$ cat config.mk
export PLATFORM = sky130hd
export DESIGN_NAME = sdram_bank_command_fsm
export DESIGN_NICKNAME = d
export VERILOG_FILES = /design/src/sdram_bank_pkg.sv /design/src/sdram_bank_command_fsm.sv
export VERILOG_INCLUDE_DIRS = /design/src /design/src/src
export SDC_FILE = /design/constraint.sdc
export NUM_CORES = 1
export LEC_CHECK = 0
export ABC_AREA = 1
export BUFFER_PORTS_ARGS = -buffer_cell sky130_fd_sc_hd__buf_4
export CORE_AREA = 2 2 101 103
export CTS_CLUSTER_DIAMETER = 200
export CTS_CLUSTER_SIZE = 16
export DETAILED_ROUTE_END_ITERATION = 10
export DIE_AREA = 0 0 103 105
export PLACE_DENSITY = 0.85
export SYNTH_ARGS = -nofsm -noshare
export SYNTH_HDL_FRONTEND = slang
export SYNTH_SLANG_ARGS = --single-unit
$ cat constraint.sdc
create_clock -name sys_clk -period 4.5 [get_ports sys_clk]
set_input_delay 1.35 -clock sys_clk [delete_from_list [all_inputs] [get_ports sys_clk]]
set_output_delay 1.35 -clock sys_clk [all_outputs]
set_load 0.01 [all_outputs]
$ cat src/sdram_bank_consts.svh
`ifndef SDRAM_BANK_CONSTS_SVH
`define SDRAM_BANK_CONSTS_SVH

`define CLK_PERIOD_NS 40

// times in ns; least times, so counts round up
`define PRECHARGE_PERIOD_NS 20
`define ACTIVATE_TO_COLUMN_DELAY_NS 20
`define REFRESH_CYCLE_TIME_NS 70
`define MODE_REGISTER_DELAY_NS 80
`define SELF_REFRESH_EXIT_TIME_NS 80

`define CYC(t) (((t) + `CLK_PERIOD_NS - 1) / `CLK_PERIOD_NS)
`define PRECHARGE_CYC `CYC(`PRECHARGE_PERIOD_NS)
`define ACT_COL_CYC `CYC(`ACTIVATE_TO_COLUMN_DELAY_NS)
`define REFRESH_CYC `CYC(`REFRESH_CYCLE_TIME_NS)
`define MODE_REG_CYC `CYC(`MODE_REGISTER_DELAY_NS)
`define SR_EXIT_CYC `CYC(`SELF_REFRESH_EXIT_TIME_NS)

`define BURST_LEN_DEFAULT 4
`define CAS_LAT_DEFAULT 3

`endif

$ cat src/sdram_bank_pkg.sv
package sdram_bank_pkg;

    typedef enum logic [3:0] {
        CMD_DESEL = 4'h0,
        CMD_NOP = 4'h1,
        CMD_ACT = 4'h2,
        CMD_RD = 4'h3,
        CMD_WR = 4'h4,
        CMD_BST = 4'h5,
        CMD_PRE = 4'h6,
        CMD_REF = 4'h7,
        CMD_LMR = 4'h8
    } cmd_t;

    typedef enum logic [2:0] {
        BK_IDLE = 3'h0,
        BK_ACTIVATING = 3'h1,
        BK_ACTIVE = 3'h2,
        BK_READ = 3'h3,
        BK_WRITE = 3'h4,
        BK_READ_AP = 3'h5,
        BK_WRITE_AP = 3'h6,
        BK_PRECHARGING = 3'h7
    } bank_state_t;

    typedef enum logic [1:0] {
        DEV_NORMAL = 2'h0,
        DEV_REFRESH = 2'h1,
        DEV_MODE_REG = 2'h2,
        DEV_PRE_ALL = 2'h3
    } dev_state_t;

endpackage

$ cat src/sdram_bank_command_fsm.sv
`timescale 1ns/10ps
`include "sdram_bank_consts.svh"
module sdram_bank_command_fsm #(
    parameter int NUM_BANKS = 4,
    parameter int BURST_LEN = `BURST_LEN_DEFAULT,
    parameter int CAS_LAT = `CAS_LAT_DEFAULT
) (
    // clock and reset
    input wire logic sys_clk,
    input wire logic sys_rst,
    // command pins
    input wire logic cke,
    input wire logic cs_n,
    input wire logic ras_n,
    input wire logic cas_n,
    input wire logic we_n,
    input wire logic [$clog2(NUM_BANKS)-1:0] ba,
    input wire logic a10,
    // state and verdicts
    output sdram_bank_pkg::bank_state_t bank_state [NUM_BANKS],
    output sdram_bank_pkg::dev_state_t dev_state,
    output logic cmd_accepted,
    output logic cmd_illegal,
    output logic burst_cut,
    output logic rd_takeover,
    output logic [$clog2(NUM_BANKS)-1:0] rd_owner
);

    localparam int BW = $clog2(NUM_BANKS);
    localparam int RP_CYC = `PRECHARGE_CYC;
    localparam int RCD_CYC = `ACT_COL_CYC;
    localparam int RFC_CYC = `REFRESH_CYC;
    localparam int MRD_CYC = `MODE_REG_CYC;
    localparam logic [7:0] RP_CNT = 8'(`PRECHARGE_CYC);
    localparam logic [7:0] RCD_CNT = 8'(`ACT_COL_CYC);
    localparam logic [7:0] BL_CNT = 8'(BURST_LEN);
    localparam logic [7:0] BLRP_CNT = 8'(BURST_LEN + `PRECHARGE_CYC);

    function automatic sdram_bank_pkg::cmd_t decode(
        input logic cs, input logic ras, input logic cas, input logic we);
        sdram_bank_pkg::cmd_t c;
        c = sdram_bank_pkg::CMD_DESEL;
        if (!cs) begin
            unique case ({ras, cas, we})
                3'h7: c = sdram_bank_pkg::CMD_NOP;
                3'h3: c = sdram_bank_pkg::CMD_ACT;
                3'h5: c = sdram_bank_pkg::CMD_RD;
                3'h4: c = sdram_bank_pkg::CMD_WR;
                3'h6: c = sdram_bank_pkg::CMD_BST;
                3'h2: c = sdram_bank_pkg::CMD_PRE;
                3'h1: c = sdram_bank_pkg::CMD_REF;
                3'h0: c = sdram_bank_pkg::CMD_LMR;
            endcase
        end
        return c;
    endfunction

    function automatic logic is_burst(input sdram_bank_pkg::bank_state_t s);
        return s == sdram_bank_pkg::BK_READ || s == sdram_bank_pkg::BK_WRITE;
    endfunction

    ////////////////////////////////////////////////////////////////////
    // clock-enable gating

    logic cke_prev;
    logic [7:0] xsr_cnt;
    logic run;

    // any low-to-high step of clock-enable is treated as a self refresh
    // exit, costing a few idle cycles after a plain power-down too
    always_ff @(posedge sys_clk) begin
        if (sys_rst) begin
            cke_prev <= 1'b0;
            xsr_cnt <= 8'h00;
        end else begin
            cke_prev <= cke;
            if (!cke_prev && cke) begin
                xsr_cnt <= 8'(`SR_EXIT_CYC);
            end else if (xsr_cnt != 8'h00) begin
                xsr_cnt <= xsr_cnt - 8'h01;
            end
        end
    end

    assign run = cke_prev && cke && xsr_cnt == 8'h00;

    ////////////////////////////////////////////////////////////////////
    // command legality

    sdram_bank_pkg::cmd_t cmd;
    sdram_bank_pkg::bank_state_t tgt;
    logic norm;
    logic all_idle;
    logic pre_all_ok;
    logic legal;
    logic exec;
    logic [BW-1:0] last_bank;
    logic last_valid;
    logic [7:0] cnt [NUM_BANKS];

    assign cmd = run ? decode(cs_n, ras_n, cas_n, we_n) : sdram_bank_pkg::CMD_DESEL;
    assign tgt = bank_state[ba];
    assign norm = dev_state == sdram_bank_pkg::DEV_NORMAL;

    always_comb begin
        all_idle = 1'b1;
        pre_all_ok = 1'b1;
        for (int i = 0; i < NUM_BANKS; i++) begin
            if (bank_state[i] != sdram_bank_pkg::BK_IDLE) begin
                all_idle = 1'b0;
            end
            if (!(bank_state[i] inside {sdram_bank_pkg::BK_IDLE,
                    sdram_bank_pkg::BK_ACTIVE, sdram_bank_pkg::BK_READ,
                    sdram_bank_pkg::BK_WRITE})) begin
                pre_all_ok = 1'b0;
            end
        end
    end

    // for activate, read, write and single precharge only the target bank's state matters,
    // so busy neighbours never block those; refresh, mode load and precharge-all check every bank
    always_comb begin
        legal = 1'b0;
        unique case (cmd)
            sdram_bank_pkg::CMD_DESEL,
            sdram_bank_pkg::CMD_NOP: legal = 1'b1;
            sdram_bank_pkg::CMD_ACT:
                legal = norm && tgt == sdram_bank_pkg::BK_IDLE;
            sdram_bank_pkg::CMD_RD,
            sdram_bank_pkg::CMD_WR:
                legal = norm && (tgt == sdram_bank_pkg::BK_ACTIVE || is_burst(tgt));
            sdram_bank_pkg::CMD_PRE:
                legal = norm && (a10 ? pre_all_ok :
                    (tgt == sdram_bank_pkg::BK_IDLE || tgt == sdram_bank_pkg::BK_ACTIVE
                    || is_burst(tgt)));
            sdram_bank_pkg::CMD_BST:
                legal = norm && last_valid && is_burst(bank_state[last_bank]);
            sdram_bank_pkg::CMD_REF,
            sdram_bank_pkg::CMD_LMR: legal = norm && all_idle;
        endcase
    end

    assign exec = legal && cmd != sdram_bank_pkg::CMD_DESEL
        && cmd != sdram_bank_pkg::CMD_NOP;

    ////////////////////////////////////////////////////////////////////
    // latest burst for terminate

    always_ff @(posedge sys_clk) begin
        if (sys_rst) begin
            last_bank <= '0;
            last_valid <= 1'b0;
        end else if (exec && (cmd == sdram_bank_pkg::CMD_RD
                || cmd == sdram_bank_pkg::CMD_WR)) begin
            last_bank <= ba;
            last_valid <= 1'b1;
        end else if (exec && cmd == sdram_bank_pkg::CMD_BST) begin
            last_valid <= 1'b0;
        end
    end

    ////////////////////////////////////////////////////////////////////
    // per-bank state and counter

    for (genvar b = 0; b < NUM_BANKS; b++) begin : g_bank
        logic hit;
        logic rw;
        assign hit = ba == BW'(b);
        assign rw = cmd == sdram_bank_pkg::CMD_RD || cmd == sdram_bank_pkg::CMD_WR;

        always_ff @(posedge sys_clk) begin
            if (sys_rst) begin
                bank_state[b] <= sdram_bank_pkg::BK_IDLE;
                cnt[b] <= 8'h00;
            end else if (exec && cmd == sdram_bank_pkg::CMD_ACT && hit) begin
                bank_state[b] <= sdram_bank_pkg::BK_ACTIVATING;
                cnt[b] <= RCD_CNT;
            end else if (exec && rw && hit) begin
                if (a10) begin
                    bank_state[b] <= cmd == sdram_bank_pkg::CMD_RD ?
                        sdram_bank_pkg::BK_READ_AP : sdram_bank_pkg::BK_WRITE_AP;
                    cnt[b] <= BLRP_CNT;
                end else begin
                    bank_state[b] <= cmd == sdram_bank_pkg::CMD_RD ?
                        sdram_bank_pkg::BK_READ : sdram_bank_pkg::BK_WRITE;
                    cnt[b] <= BL_CNT;
                end
            end else if (exec && cmd == sdram_bank_pkg::CMD_PRE && (a10 || hit)
                    && bank_state[b] != sdram_bank_pkg::BK_IDLE) begin
                bank_state[b] <= sdram_bank_pkg::BK_PRECHARGING;
                cnt[b] <= RP_CNT;
            end else if (exec && rw && is_burst(bank_state[b])) begin
                // the other bank's burst takes the data bus
                bank_state[b] <= sdram_bank_pkg::BK_ACTIVE;
                cnt[b] <= 8'h00;
            end else if (exec && rw && cnt[b] > RP_CNT
                    && (bank_state[b] == sdram_bank_pkg::BK_READ_AP
                    || bank_state[b] == sdram_bank_pkg::BK_WRITE_AP)) begin
                cnt[b] <= RP_CNT;
            end else if (exec && cmd == sdram_bank_pkg::CMD_BST
                    && last_bank == BW'(b)) begin
                bank_state[b] <= sdram_bank_pkg::BK_ACTIVE;
                cnt[b] <= 8'h00;
            end else if (cnt[b] != 8'h00) begin
                cnt[b] <= cnt[b] - 8'h01;
                if (cnt[b] == 8'h01) begin
                    bank_state[b] <= (bank_state[b] == sdram_bank_pkg::BK_ACTIVATING
                        || is_burst(bank_state[b])) ?
                        sdram_bank_pkg::BK_ACTIVE : sdram_bank_pkg::BK_IDLE;
                end
            end
        end
    end

    ////////////////////////////////////////////////////////////////////
    // device-wide state

    logic [7:0] dev_cnt;

    always_ff @(posedge sys_clk) begin
        if (sys_rst) begin
            dev_state <= sdram_bank_pkg::DEV_NORMAL;
            dev_cnt <= 8'h00;
        end else if (exec && cmd == sdram_bank_pkg::CMD_REF) begin
            dev_state <= sdram_bank_pkg::DEV_REFRESH;
            dev_cnt <= 8'(`REFRESH_CYC);
        end else if (exec && cmd == sdram_bank_pkg::CMD_LMR) begin
            dev_state <= sdram_bank_pkg::DEV_MODE_REG;
            dev_cnt <= 8'(`MODE_REG_CYC);
        end else if (exec && cmd == sdram_bank_pkg::CMD_PRE && a10) begin
            dev_state <= sdram_bank_pkg::DEV_PRE_ALL;
            dev_cnt <= RP_CNT;
        end else if (dev_cnt != 8'h00) begin
            dev_cnt <= dev_cnt - 8'h01;
            if (dev_cnt == 8'h01) begin
                dev_state <= sdram_bank_pkg::DEV_NORMAL;
            end
        end
    end

    ////////////////////////////////////////////////////////////////////
    // verdicts

    always_ff @(posedge sys_clk) begin
        if (sys_rst) begin
            cmd_accepted <= 1'b0;
            cmd_illegal <= 1'b0;
            burst_cut <= 1'b0;
        end else begin
            cmd_accepted <= exec;
            cmd_illegal <= !legal;
            burst_cut <= exec && (cmd == sdram_bank_pkg::CMD_BST
                || (cmd == sdram_bank_pkg::CMD_PRE && !a10 && is_burst(tgt)));
        end
    end

    ////////////////////////////////////////////////////////////////////
    // read data bus ownership

    logic [CAS_LAT-1:0] pipe_v;
    logic [BW-1:0] pipe_b [CAS_LAT];

    always_ff @(posedge sys_clk) begin
        if (sys_rst) begin
            pipe_v <= '0;
            for (int i = 0; i < CAS_LAT; i++) begin
                pipe_b[i] <= '0;
            end
        end else begin
            pipe_v[0] <= exec && cmd == sdram_bank_pkg::CMD_RD;
            pipe_b[0] <= ba;
            for (int i = 1; i < CAS_LAT; i++) begin
                pipe_v[i] <= pipe_v[i-1];
                pipe_b[i] <= pipe_b[i-1];
            end
        end
    end

    // the last pipeline stage is the output flop itself
    assign rd_takeover = pipe_v[CAS_LAT-1];
    assign rd_owner = pipe_b[CAS_LAT-1];

    ////////////////////////////////////////////////////////////////////
    // checks

    a_cke_gates: assert property (@(posedge sys_clk) disable iff (sys_rst)
        !(cke_prev && cke) |=> !cmd_accepted)
        else $error("command accepted without clock-enable held");

    a_nop_keeps: assert property (@(posedge sys_clk) disable iff (sys_rst)
        cmd == sdram_bank_pkg::CMD_NOP && bank_state[0] == sdram_bank_pkg::BK_ACTIVE
        |=> bank_state[0] == sdram_bank_pkg::BK_ACTIVE)
        else $error("no-operation changed an open bank");

    a_pre_idle_nop: assert property (@(posedge sys_clk) disable iff (sys_rst)
        norm && cmd == sdram_bank_pkg::CMD_PRE && !a10 && tgt == sdram_bank_pkg::BK_IDLE
        |=> bank_state[$past(ba)] == sdram_bank_pkg::BK_IDLE && cmd_accepted)
        else $error("precharge to idle bank changed it");

    a_act_delay: assert property (@(posedge sys_clk) disable iff (sys_rst)
        exec && cmd == sdram_bank_pkg::CMD_ACT && ba == '0
        |=> bank_state[0] == sdram_bank_pkg::BK_ACTIVATING
        ##RCD_CYC bank_state[0] == sdram_bank_pkg::BK_ACTIVE)
        else $error("activate delay wrong");

    a_refresh_hold: assert property (@(posedge sys_clk) disable iff (sys_rst)
        exec && cmd == sdram_bank_pkg::CMD_REF
        |=> dev_state == sdram_bank_pkg::DEV_REFRESH
        ##RFC_CYC dev_state == sdram_bank_pkg::DEV_NORMAL)
        else $error("refresh hold time wrong");

    a_mode_hold: assert property (@(posedge sys_clk) disable iff (sys_rst)
        exec && cmd == sdram_bank_pkg::CMD_LMR
        |=> dev_state == sdram_bank_pkg::DEV_MODE_REG
        ##MRD_CYC dev_state == sdram_bank_pkg::DEV_NORMAL)
        else $error("mode register hold time wrong");

    a_pre_all_idle: assert property (@(posedge sys_clk) disable iff (sys_rst)
        exec && cmd == sdram_bank_pkg::CMD_PRE && a10
        |=> dev_state == sdram_bank_pkg::DEV_PRE_ALL ##RP_CYC all_idle && norm)
        else $error("precharge all did not end idle");

    a_bst_stops: assert property (@(posedge sys_clk) disable iff (sys_rst)
        exec && cmd == sdram_bank_pkg::CMD_BST
        |=> bank_state[$past(last_bank)] == sdram_bank_pkg::BK_ACTIVE && burst_cut)
        else $error("burst terminate missed latest burst");

    a_ap_interrupt: assert property (@(posedge sys_clk) disable iff (sys_rst)
        exec && cmd == sdram_bank_pkg::CMD_RD && ba != BW'(1) && cnt[1] > RP_CNT
        && bank_state[1] == sdram_bank_pkg::BK_READ_AP |=> cnt[1] == RP_CNT)
        else $error("interrupted autoprecharge did not start precharge");

    a_rd_takeover: assert property (@(posedge sys_clk) disable iff (sys_rst)
        exec && cmd == sdram_bank_pkg::CMD_RD
        |-> ##CAS_LAT rd_takeover && rd_owner == $past(ba, CAS_LAT))
        else $error("read bus takeover latency wrong");

    c_refresh: cover property (@(posedge sys_clk) disable iff (sys_rst)
        exec && cmd == sdram_bank_pkg::CMD_REF);
    c_bst: cover property (@(posedge sys_clk) disable iff (sys_rst)
        exec && cmd == sdram_bank_pkg::CMD_BST);
    c_ap_cut: cover property (@(posedge sys_clk) disable iff (sys_rst)
        exec && cmd == sdram_bank_pkg::CMD_WR && ba != '0
        && bank_state[0] == sdram_bank_pkg::BK_READ_AP);

endmodule

==> results.md, run 1 <==
- Status: completed
- Total grt overflow: 0
- Max H-tree Level: 3
- Slew Limit Fails: 0
- Tmin final: around 4 ns
- Vias in the first global route: roughly 4700
- Non-Filler Instances: approximately 970
- Startpoint Class: input port
- Synth cell types: between 40 and 50
- Synth Area in Compound Gates: ~11%
- Count leader, synth: nand2_1
- Synth Net Count: around 830
- Seq/Total Area, Yosys: around 33%
- Post-synthesis mux area share: 0%
- Initial Util: 58.7%
- WP data required: approximately 4.5 ns
- Fin Setup TNS: 0 ns
- First-pass GRT wire length: 21500 µm
- Mapped Avg Cell Area: roughly 7 µm²
- Synth top area cells: edfxtp_1, dfxtp_1, nand2_1
- Synth-to-Final Area Change: 10.3%
- Share of flip-flops with an asynchronous set or reset: 0%
- Crit path kind: input port to flop
- Synth top area share: approximately 17%
- IO Port Bufs: 29
- HPWL after DPL: 9870 µm
- Number of synthesized register bits: 78
- Worst-case clock buffer depth: 2
- CP endpoint kind: flop
- Die W: roughly 100 µm
- Final setup fails: 0
- Overall Global Routing Usage: ~25%
- Maximum vdd drop: 0.403 mV
- Post_cts resized: 0
- Crit Path Max Fanout: 9
- Post-synth top area cell: edfxtp_1
- Unrepaired setup endpoints after global routing: no
- Post-synth EDFFs: 32
- Via count: slightly above 5000
- Synth Area in Adders: under 10%
- Layout cells sized above 1: about 18%
- Xor-xnor portion of the synthesized cell area: roughly 3.1%
- Die area: between 10000 and 15000 µm²
- Final net count: ~860
- Max Freq: between 0.2 and 0.3 GHz
- Die H: between 100 and 150 µm
- Avg Vias per Cell: between 5 and 6
- YS warnings: 0
- Worst setup margin: 0.543 ns
- Drt wl/cell: approximately 13 µm
- Final Skew: 0.0136 ns
- Primary FF master, synth: dfxtp_1
- Largest family of logic cells by synthesized area: simple AND/OR/NAND/NOR gates
- TritonRoute pass-1 iters: 5
- DR iter-0 viols: approximately 430
- Placed instance count: approximately 960
- Static Leak: between 3 and 4 nW
- Post-Synthesis Cell Area: 5660 µm²
- PD cells: between 400 and 500 nW/µm²
- Post-CTS Setup Inserts: 0
- Cts bufs inserted: 9
- Final antenna diode count: 0
- Post-synthesis simple-gate area fraction: between 30% and 40%
- Most common library cells after synthesis: nand2_1, nor2_1, inv_1
- CTS root buf: clkbuf_8
- Actual slew at the worst max-slew pin: about 0.48 ns
- Core area: ~9600 µm²
- Clk sinks: slightly below 80
- Final Cycle Share: ~88%
- Fin Hold WS: between 0.4 and 0.5 ns
- Initial antenna violation count: 0
- Post-route ant nets: 0
- CTS clk-pin slew, worst paths: ~0.090 ns
- Site row count: 36
- Worst EP arrival: slightly below 4 ns
- Syn Inst Count: ~800
- Worst-Skew Late Latency: 0.38 ns
- Headroom to the max-slew limit: about two thirds
- Max_cap viols: 0
- Ports: 30
- Worst slack, placed: 0.202 ns
- Hold crit path type: flop to flop
- Routed Wire Length: 12800 µm
- DRC violations left: 0
- Largest net degree at the start of global routing: 20
- Final Hold Violating Endpoints: 0
- CTS Hold Bufs: 0
- RePlAce Congestion: around 1
- CTS tree: done
==> final timing paths <==
path | slack [ns] | from | to | depth (start not counted)
min reg2reg | 0.41 | pipe_b[0][1]$_SDFF_PP0_ | pipe_b[0][3]$_SDFF_PP0_ | 2
max | 0.54 | cas_n | cnt[3][5]$_SDFFCE_PN0P_ | 20
max reg2reg | 1.21 | xsr_cnt[0]$_SDFFE_PP0P_ | cnt[3][5]$_SDFFCE_PN0P_ | 19
min | 0.41 | pipe_b[0][1]$_SDFF_PP0_ | pipe_b[0][3]$_SDFF_PP0_ | 2
==> worst max-delay path, stage by stage <==
cell and delay, ns:
buf_4 0.10, inv_1 0.06, ha_1 0.27, nor2_1 0.05, nor2_2 0.22, nand4_4 0.16, nor2_2 0.30, nand3_2 0.11
nand2_2 0.09, o21bai_4 0.10, nand2_8 0.11, nand3_4 0.16, nor2_4 0.15, inv_2 0.05, nand2_2 0.08, inv_2 0.06
nand2_1 0.08, nor2_1 0.06, nor2_1 0.08, nand3_1 0.32
==> kinds of logic (layout without fill, tap and decap cells) <==
family	Yosys count	after routing
and+or+nand+nor	450	450
buffers and inverters	131	169
AOI/OAI and AO/OA	105	105
DFF	78	78
xor gates and xnor gates	20	20
adders and majority gates	17	17
==> per-layer routing <==
metal	routed length (µm)	GRT usage, %	up-vias
li1	-	-	2634
met1	5790	33.2	2260
met2	5930	39.9	185
met3	826	5.55	32
met4	289	7.80	0
met5	0	0	-
==> metrics by stage <==
| step | area, µm² | power, mW | util [%] |
|---|---|---|---|
| 5_1_grt | 6240 | 2.87 | 64.7 |
| 3_3_place_gp | 6010 | 2.06 | 62.4 |
| 4_1_cts | 6240 | 2.68 | 64.7 |
| 6_report | 6240 | 2.67 | 64.7 |
| 3_5_place_dp | 6010 | 2.09 | 62.4 |
| 2_1_floorplan | 5660 | 1.89 | - |
==> flip-flops by register name, indices dropped and copies added, names as in the netlist <==
name          cells
pipe_b            6
dev_cnt           8
dev_state         2
bank_state       12
xsr_cnt           8
last_bank         2
cke_prev          1
burst_cut         1
pipe_v            3
cmd_illegal       1
cmd_accepted      1
last_valid        1
cnt              32
==> power breakdown <==
part	total, mW	switching, mW	internal [mW]
combinational	1.03	0.634	0.399
clock	0.580	0.283	0.297
sequential	1.05	0.138	0.916
total	2.67	1.05	1.61
==> cells in the final DEF, fill, tap and decap left out, types with 11 or more instances in the layout <==
cell type,count
a21oi_1,35
buf_4,33
dfxtp_1,46
edfxtp_1,32
ha_1,17
inv_1,108
inv_2,11
nand2_1,176
nand2_2,18
nand3_1,40
nor2_1,137
nor3_1,11
o21ai_0,30
o21ai_1,11
xnor2_1,14
==> cell type report <==
type / instances / area (µm²)
well taps: 133 / 166
repair buffers: 33 / 248
multi-input cells: 592 / 3270
inverters: 120 / 450
clock inverters: 6 / 73.8
flip-flops and latches: 78 / 1880
clock buffers: 10 / 149
fillers: 851 / 3400
(Power assumes the default switching activity.)
==> run 2: changes to the inputs <==
ABC_AREA = default   (was 1)
CORE_AREA = 2 2 99 101   (was 2 2 101 103)
DIE_AREA = 0 0 101 103   (was 0 0 103 105)
==> results.md, run 2 <==
- Status: completed
- Die H: 103 µm (-1.9%)
- Largest net degree at the start of global routing: 40 (+100%)
- RR Startpoint: xsr_cnt[2]$_SDFFE_PP0P_
- Core Util, Final: 64.7% (about the same)
- Routed Wire Length: 14900 µm (+16%)
- Headroom to the max-slew limit: 60.7% (-7.2 points)
- Fin Hold WS: 0.441 ns (+0.0341 ns)
- Worst setup path startpoint: cas_n
- Hold crit path type: flop to flop
- Static Leak: 2.33 nW (-23%)
- Overall Global Routing Usage: 29.3% (+4.4 points)
- Initial antenna violation count: 0 (unchanged)
- Layout cells sized above 1: 15.5% (-2.1 points)
- Non-Filler Instances: 793 (-18%)
- RePlAce Congestion: 0.999 (-0.34%)
- Fin Setup TNS: 0 ns (unchanged)
- Hold Path Origin: pipe_v[1]$_SDFF_PP0_
- Synth Net Count: 668 (-19%)
- Total grt overflow: 0 (unchanged)
- DRC violations left: 0 (unchanged)
- Biggest regs: cnt x32, bank_state x12
- Most common library cells after synthesis: nor2_1, dfxtp_1, nand2_1
- Ports: 30 (unchanged)
- Syn Inst Count: 641 (-20%)
- TritonRoute pass-1 iters: 6 (+1)
- Largest register FFs: 32 (unchanged)
- Post-route ant nets: 0 (unchanged)
- Share of flip-flops with an asynchronous set or reset: 0% (unchanged)
- Placed Instance Area: 5900 µm² (-2.0%)
- YS warnings: 0 (unchanged)
- Primary FF master, synth: dfxtp_1
- Number of synthesized register bits: 78 (unchanged)
- Mapped Avg Cell Area: 8.53 µm² (+21%)
- Most flop-heavy register: cnt
- Max_cap viols: 0 (unchanged)
- Crit path kind: input port to flop
- Final setup fails: 0 (unchanged)
- Final Cycle Share: 94.6% (+6.7 points)
- Commonest non-fill, non-tap cell in the layout: nor2_1
- Worst EP arrival: 4.29 ns (+0.33 ns)
- Pwr Total: 2.83 mW (+5.9%)
- Avg Vias per Cell: 6.60 (+25%)
- Post_cts resized: 0 (unchanged)
- Max incr delay on CP: 0.63 ns (+0.31 ns)
- Die W: 101 µm (-1.9%)
- Drt wl/cell: 18.7 µm (+42%)
- Gate family responsible for the most delay along the worst path: simple AND/OR/NAND/NOR gates
- Crit Path Max Fanout: 12 (+3)
- Post-Synthesis Cell Area: 5470 µm² (-3.4%)
- Core area: 9460 µm² (-1.9%)
- Post-CTS Setup Inserts: 0 (unchanged)
- Most frequent cells in the layout: nor2_1, buf_4, dfxtp_1, nand2_1, a21oi_1
- Worst-case clock buffer depth: 2 (unchanged)
- Worst slack, placed: -0.0642 ns (-0.266 ns)
- Die area: 10400 µm² (-3.8%)
- CTS tree: done
- Final non-filler cell area: 6120 µm² (-1.9%)
- CTS root buf: clkbuf_8
- CP endpoint kind: flop
- Synth top area share: 17.6% (+0.59 points)
- Slew Limit Fails: 0 (unchanged)
- Count leader, synth: nor2_1
- CTS Hold Bufs: 0 (unchanged)
- Via count: 5232 (+2.4%)
- Site row count: 36 (unchanged)
- PD cells: 462 nW/µm² (+8.0%)
- Final Hold Violating Endpoints: 0 (unchanged)
- Initial Util: 57.8% (-0.89 points)
- Max H-tree Level: 3 (unchanged)
- Final Skew: 0.0165 ns (+0.00295 ns)
- Final antenna diode count: 0 (unchanged)
- Synth top area cells: edfxtp_1, dfxtp_1, nor2_1
- Actual slew at the worst max-slew pin: 0.584 ns (+0.106 ns)
- Post-synth EDFFs: 32 (unchanged)
- First-pass GRT wire length: 24000 µm (+12%)
- CP Buf/Inv Count: 2 (-2)
- HPWL after DPL: 11000 µm (+12%)
- Clk sinks: 78 (unchanged)
- Startpoint Class: input port
- IO Port Bufs: 29 (unchanged)
- WP data required: 4.53 ns (+0.02 ns)
- Maximum vdd drop: 0.336 mV (-17%)
- CTS clk-pin slew, worst paths: 0.09 ns (about the same)
- DR iter-0 viols: 669 (+57%)
- Cts bufs inserted: 9 (unchanged)
- Synth cell types: 84 (+71%)
- Vias in the first global route: 4965 (+6.7%)
- Seq/Total Area, Yosys: 34.4% (+1.2 points)
- Worst-Skew Late Latency: 0.37 ns (about the same)
- Layout fillers: 781 (-8.2%)
- CP cell instances: buf_4 -> inv_1 -> ha_1 -> nor2_1 -> a21oi_1 -> or4b_2 -> and4_1 -> o31ai_1 -> nor3_2 -> o21a_1 -> nand2_1
- Max Freq: 0.235 GHz (-7.1%)
- Placed instance count: 777 (-19%)
- Tmin final: 4.26 ns (+0.302 ns)
- Unrepaired setup endpoints after global routing: no
- CP max-delay cell: or4b_2
- Synth-to-Final Area Change: 11.9%
- Worst setup margin: 0.241 ns (-0.302 ns)
- Post-synth top area cell: edfxtp_1
- Final net count: 701 (-19%)
-- run 2: power breakdown --
group | leakage, nW | switching [mW] | internal, mW
Sequential | 0.733 | 0.175 | 0.952
Clock | 0.103 | 0.267 | 0.313
Combinational | 1.49 | 0.633 | 0.487
-- run 2: metal layers --
metal | vias up | global-route usage, % | wire length [µm]
li1 | 2415 | - | -
met1 | 2439 | 38.9 | 6240
met2 | 316 | 47.5 | 6710
met3 | 62 | 5.36 | 1400
met4 | 0 | 12.1 | 503
met5 | - | 0 | 0
-- run 2: worst paths after layout --
kind | cells past startpoint | to | slack, ns
max | 11 | cnt[0][0]$_DFFE_PP_ | 0.24
min | 1 | pipe_v[2]$_SDFF_PP0_ | 0.44
max reg2reg | 9 | cnt[0][0]$_DFFE_PP_ | 0.75
min reg2reg | 1 | pipe_v[2]$_SDFF_PP0_ | 0.44
-- run 2: logic make-up after synthesis --
kind of cell,after synthesis,share of synthesized area [%]
flip-flops,78,34.4
XOR/XNOR,39,6.25
adder cells (fa/ha/maj),20,4.44
multiplexers,10,3.21
AND/OR/NAND/NOR,287,28.1
buffers and inverters,61,4.46
AO/OA/AOI/OAI,146,19.1
-- run 2: area by class of cell --
| cell class | instances | area [µm²] | area share, % |
|---|---|---|---|
| tap | 114 | 143 | 2.33 |
| timing repair buffer | 55 | 413 | 6.75 |
| inverter | 28 | 105 | 1.72 |
| clock inverter | 7 | 96.3 | 1.57 |
| multi-input combinational | 502 | 3350 | 54.8 |
| clock buffer | 9 | 124 | 2.02 |
| sequential | 78 | 1880 | 30.8 |
==> run 3: changes to the inputs <==
RECOVER_POWER = 25   (was default)
==> results.md, run 3 (synthesized netlist as in run 2, its figures left out) <==
- Overall Global Routing Usage: 29.3% (unchanged)
- Largest register FFs: 32 (unchanged)
- Final Cycle Share: 96.3% (+1.7 points)
- First-pass GRT wire length: 24000 µm (unchanged)
- Final Skew: 0.0164 ns (-0.0000931 ns)
- Clk sinks: 78 (unchanged)
- Site row count: 36 (unchanged)
- Vias in the first global route: 4965 (unchanged)
- Final setup fails: 0 (unchanged)
- Max H-tree Level: 3 (unchanged)
- Crit path kind: input port to flop
- Failing checks: capacitance limit, slew limit
- Hold crit path type: flop to flop
- Core area: 9460 µm² (unchanged)
- Most frequent cells in the layout: nor2_1, dfxtp_1, nand2_1, buf_4, a21oi_1
- RePlAce Congestion: 0.999 (unchanged)
- Commonest non-fill, non-tap cell in the layout: nor2_1
- Biggest regs: cnt x32, bank_state x12
- DR iter-0 viols: 704 (+5.2%)
- Cts bufs inserted: 9 (unchanged)
- DRC violations left: 0 (unchanged)
- Final net count: 701 (unchanged)
- Register area: 1880 µm² (unchanged)
- Final Hold Violating Endpoints: 0 (unchanged)
- Worst EP arrival: 4.37 ns (+0.08 ns)
- CTS Hold Bufs: 0 (unchanged)
- Placed instance count: 777 (unchanged)
- Maximum vdd drop: 0.338 mV (+0.73%)
- P_sw: 1.08 mW (+0.30%)
- Die H: 103 µm (unchanged)
- CP endpoint kind: flop
- Combinational Power Share: 39.6% (about the same)
- Pwr Total: 2.83 mW (about the same)
- IO Port Bufs: 29 (unchanged)
- Sequential Power Share: 39.8% (about the same)
- Status: finished, violations left
- Unrepaired setup endpoints after global routing: no
- Largest net degree at the start of global routing: 40 (unchanged)
- Slew Limit Fails: 40 (+40)
- Crit Path Max Fanout: 12 (unchanged)
- Avg Vias per Cell: 6.63 (+0.52%)
- Static Leak: 2.26 nW (-2.9%)
- Post-CTS Setup Inserts: 0 (unchanged)
- CTS root buf: clkbuf_8
- PD cells: 467 nW/µm² (+1.1%)
- Post-route ant nets: 0 (unchanged)
- Tmin final: 4.33 ns (+0.0754 ns)
- CTS clk-pin slew, worst paths: 0.09 ns (about the same)
- Total grt overflow: 0 (unchanged)
- Headroom to the max-slew limit: -25.1% (-86 points)
- Final antenna diode count: 0 (unchanged)
- Power share of the clock group: 20.6% (about the same)
- Initial antenna violation count: 0 (unchanged)
- Worst-case clock buffer depth: 2 (unchanged)
- WP data required: 4.53 ns (about the same)
- Post_cts resized: 0 (unchanged)
- Multi-input logic area: 3350 µm² (unchanged)
- HPWL after DPL: 11000 µm (unchanged)
- Non-Filler Instances: 793 (unchanged)
- Ports: 30 (unchanged)
- Die area: 10400 µm² (unchanged)
- Initial Util: 57.8% (unchanged)
- Layout cells sized above 1: 13.1% (-2.4 points)
- Die W: 101 µm (unchanged)
- Max_cap viols: 1 (+1)
- Max Freq: 0.231 GHz (-1.7%)
- Int Pwr: 1.75 mW (about the same)
- Synth-to-Final Area Change: 10.8%
- TritonRoute pass-1 iters: 5 (-1)
- Via count: 5259 (+0.52%)
- Worst-Skew Late Latency: 0.37 ns (about the same)
- Routed Wire Length: 15000 µm (+0.71%)
- Layout fillers: 803 (+2.8%)
- Sw Share: 38.1% (+0.090 points)
- Core Util, Final: 64.0% (-0.63 points)
- Startpoint Class: input port
- CTS tree: done
- Actual slew at the worst max-slew pin: 1.88 ns (+1.29 ns)
- Most flop-heavy register: cnt
- Drt wl/cell: 18.9 µm (+0.71%)
## run 3: path summary, 6_finish.rpt
check	endpoint	from	cells after the start	slack, ns
setup / recovery	cnt[0][0]$_DFFE_PP_	cas_n	11	0.17
hold / removal	pipe_v[2]$_SDFF_PP0_	pipe_v[1]$_SDFF_PP0_	1	0.44
setup reg to reg	cnt[0][0]$_DFFE_PP_	xsr_cnt[2]$_SDFFE_PP0P_	9	0.68
hold reg to reg	pipe_v[2]$_SDFF_PP0_	pipe_v[1]$_SDFF_PP0_	1	0.44
## run 3: layout make-up
cell class | instances | area share, %
clock buffer | 9 | 2.05
multi-input combinational | 502 | 55.4
sequential | 78 | 31.1
tap | 114 | 2.35
inverter | 28 | 1.74
timing repair buffer | 55 | 5.83
clock inverter | 7 | 1.59
## run 3: through the flow
stage               hold WS [ns]  worst slack, ns  setup TNS, ns  instance area (µm²)
floorplan                  0.414           0.0498              0                 5480
global placement           0.417           0.0477              0                 5900
detailed placement         0.429          -0.0642         -0.512                 5900
CTS                        0.444            0.323              0                 6120
global route               0.470           0.0445              0                 6060
finish                     0.441            0.166              0                 6060
## run 3: power groups by stage
| stage | combinational [mW] | clock (mW) | sequential [mW] |
|---|---|---|---|
| global route | 1.25 | 0.626 | 1.15 |
| global placement | 1.05 | 0 | 1.12 |
| floorplan | 0.915 | 0 | 1.08 |
| finish | 1.12 | 0.583 | 1.13 |
| CTS | 1.11 | 0.594 | 1.12 |
| detailed placement | 1.10 | 0 | 1.14 |
## run 3: worst max-delay path, cell delays in order
cell and delay, ns:
buf_4 0.16, inv_1 0.09, ha_1 0.41, nor2_1 0.19
a21oi_1 0.13, or4b_2 0.63, and4_1 0.30, o31ai_1 0.53
nor3_2 0.12, o21a_1 0.19, nand2_1 0.27
## run 3: routing by layer
layer	vias up	global-route usage (%)	routed length (µm)
met5	-	0	0
met4	0	12.1	510
met3	61	5.36	1480
met2	347	47.5	6730
met1	2442	38.9	6230
li1	2409	-	-
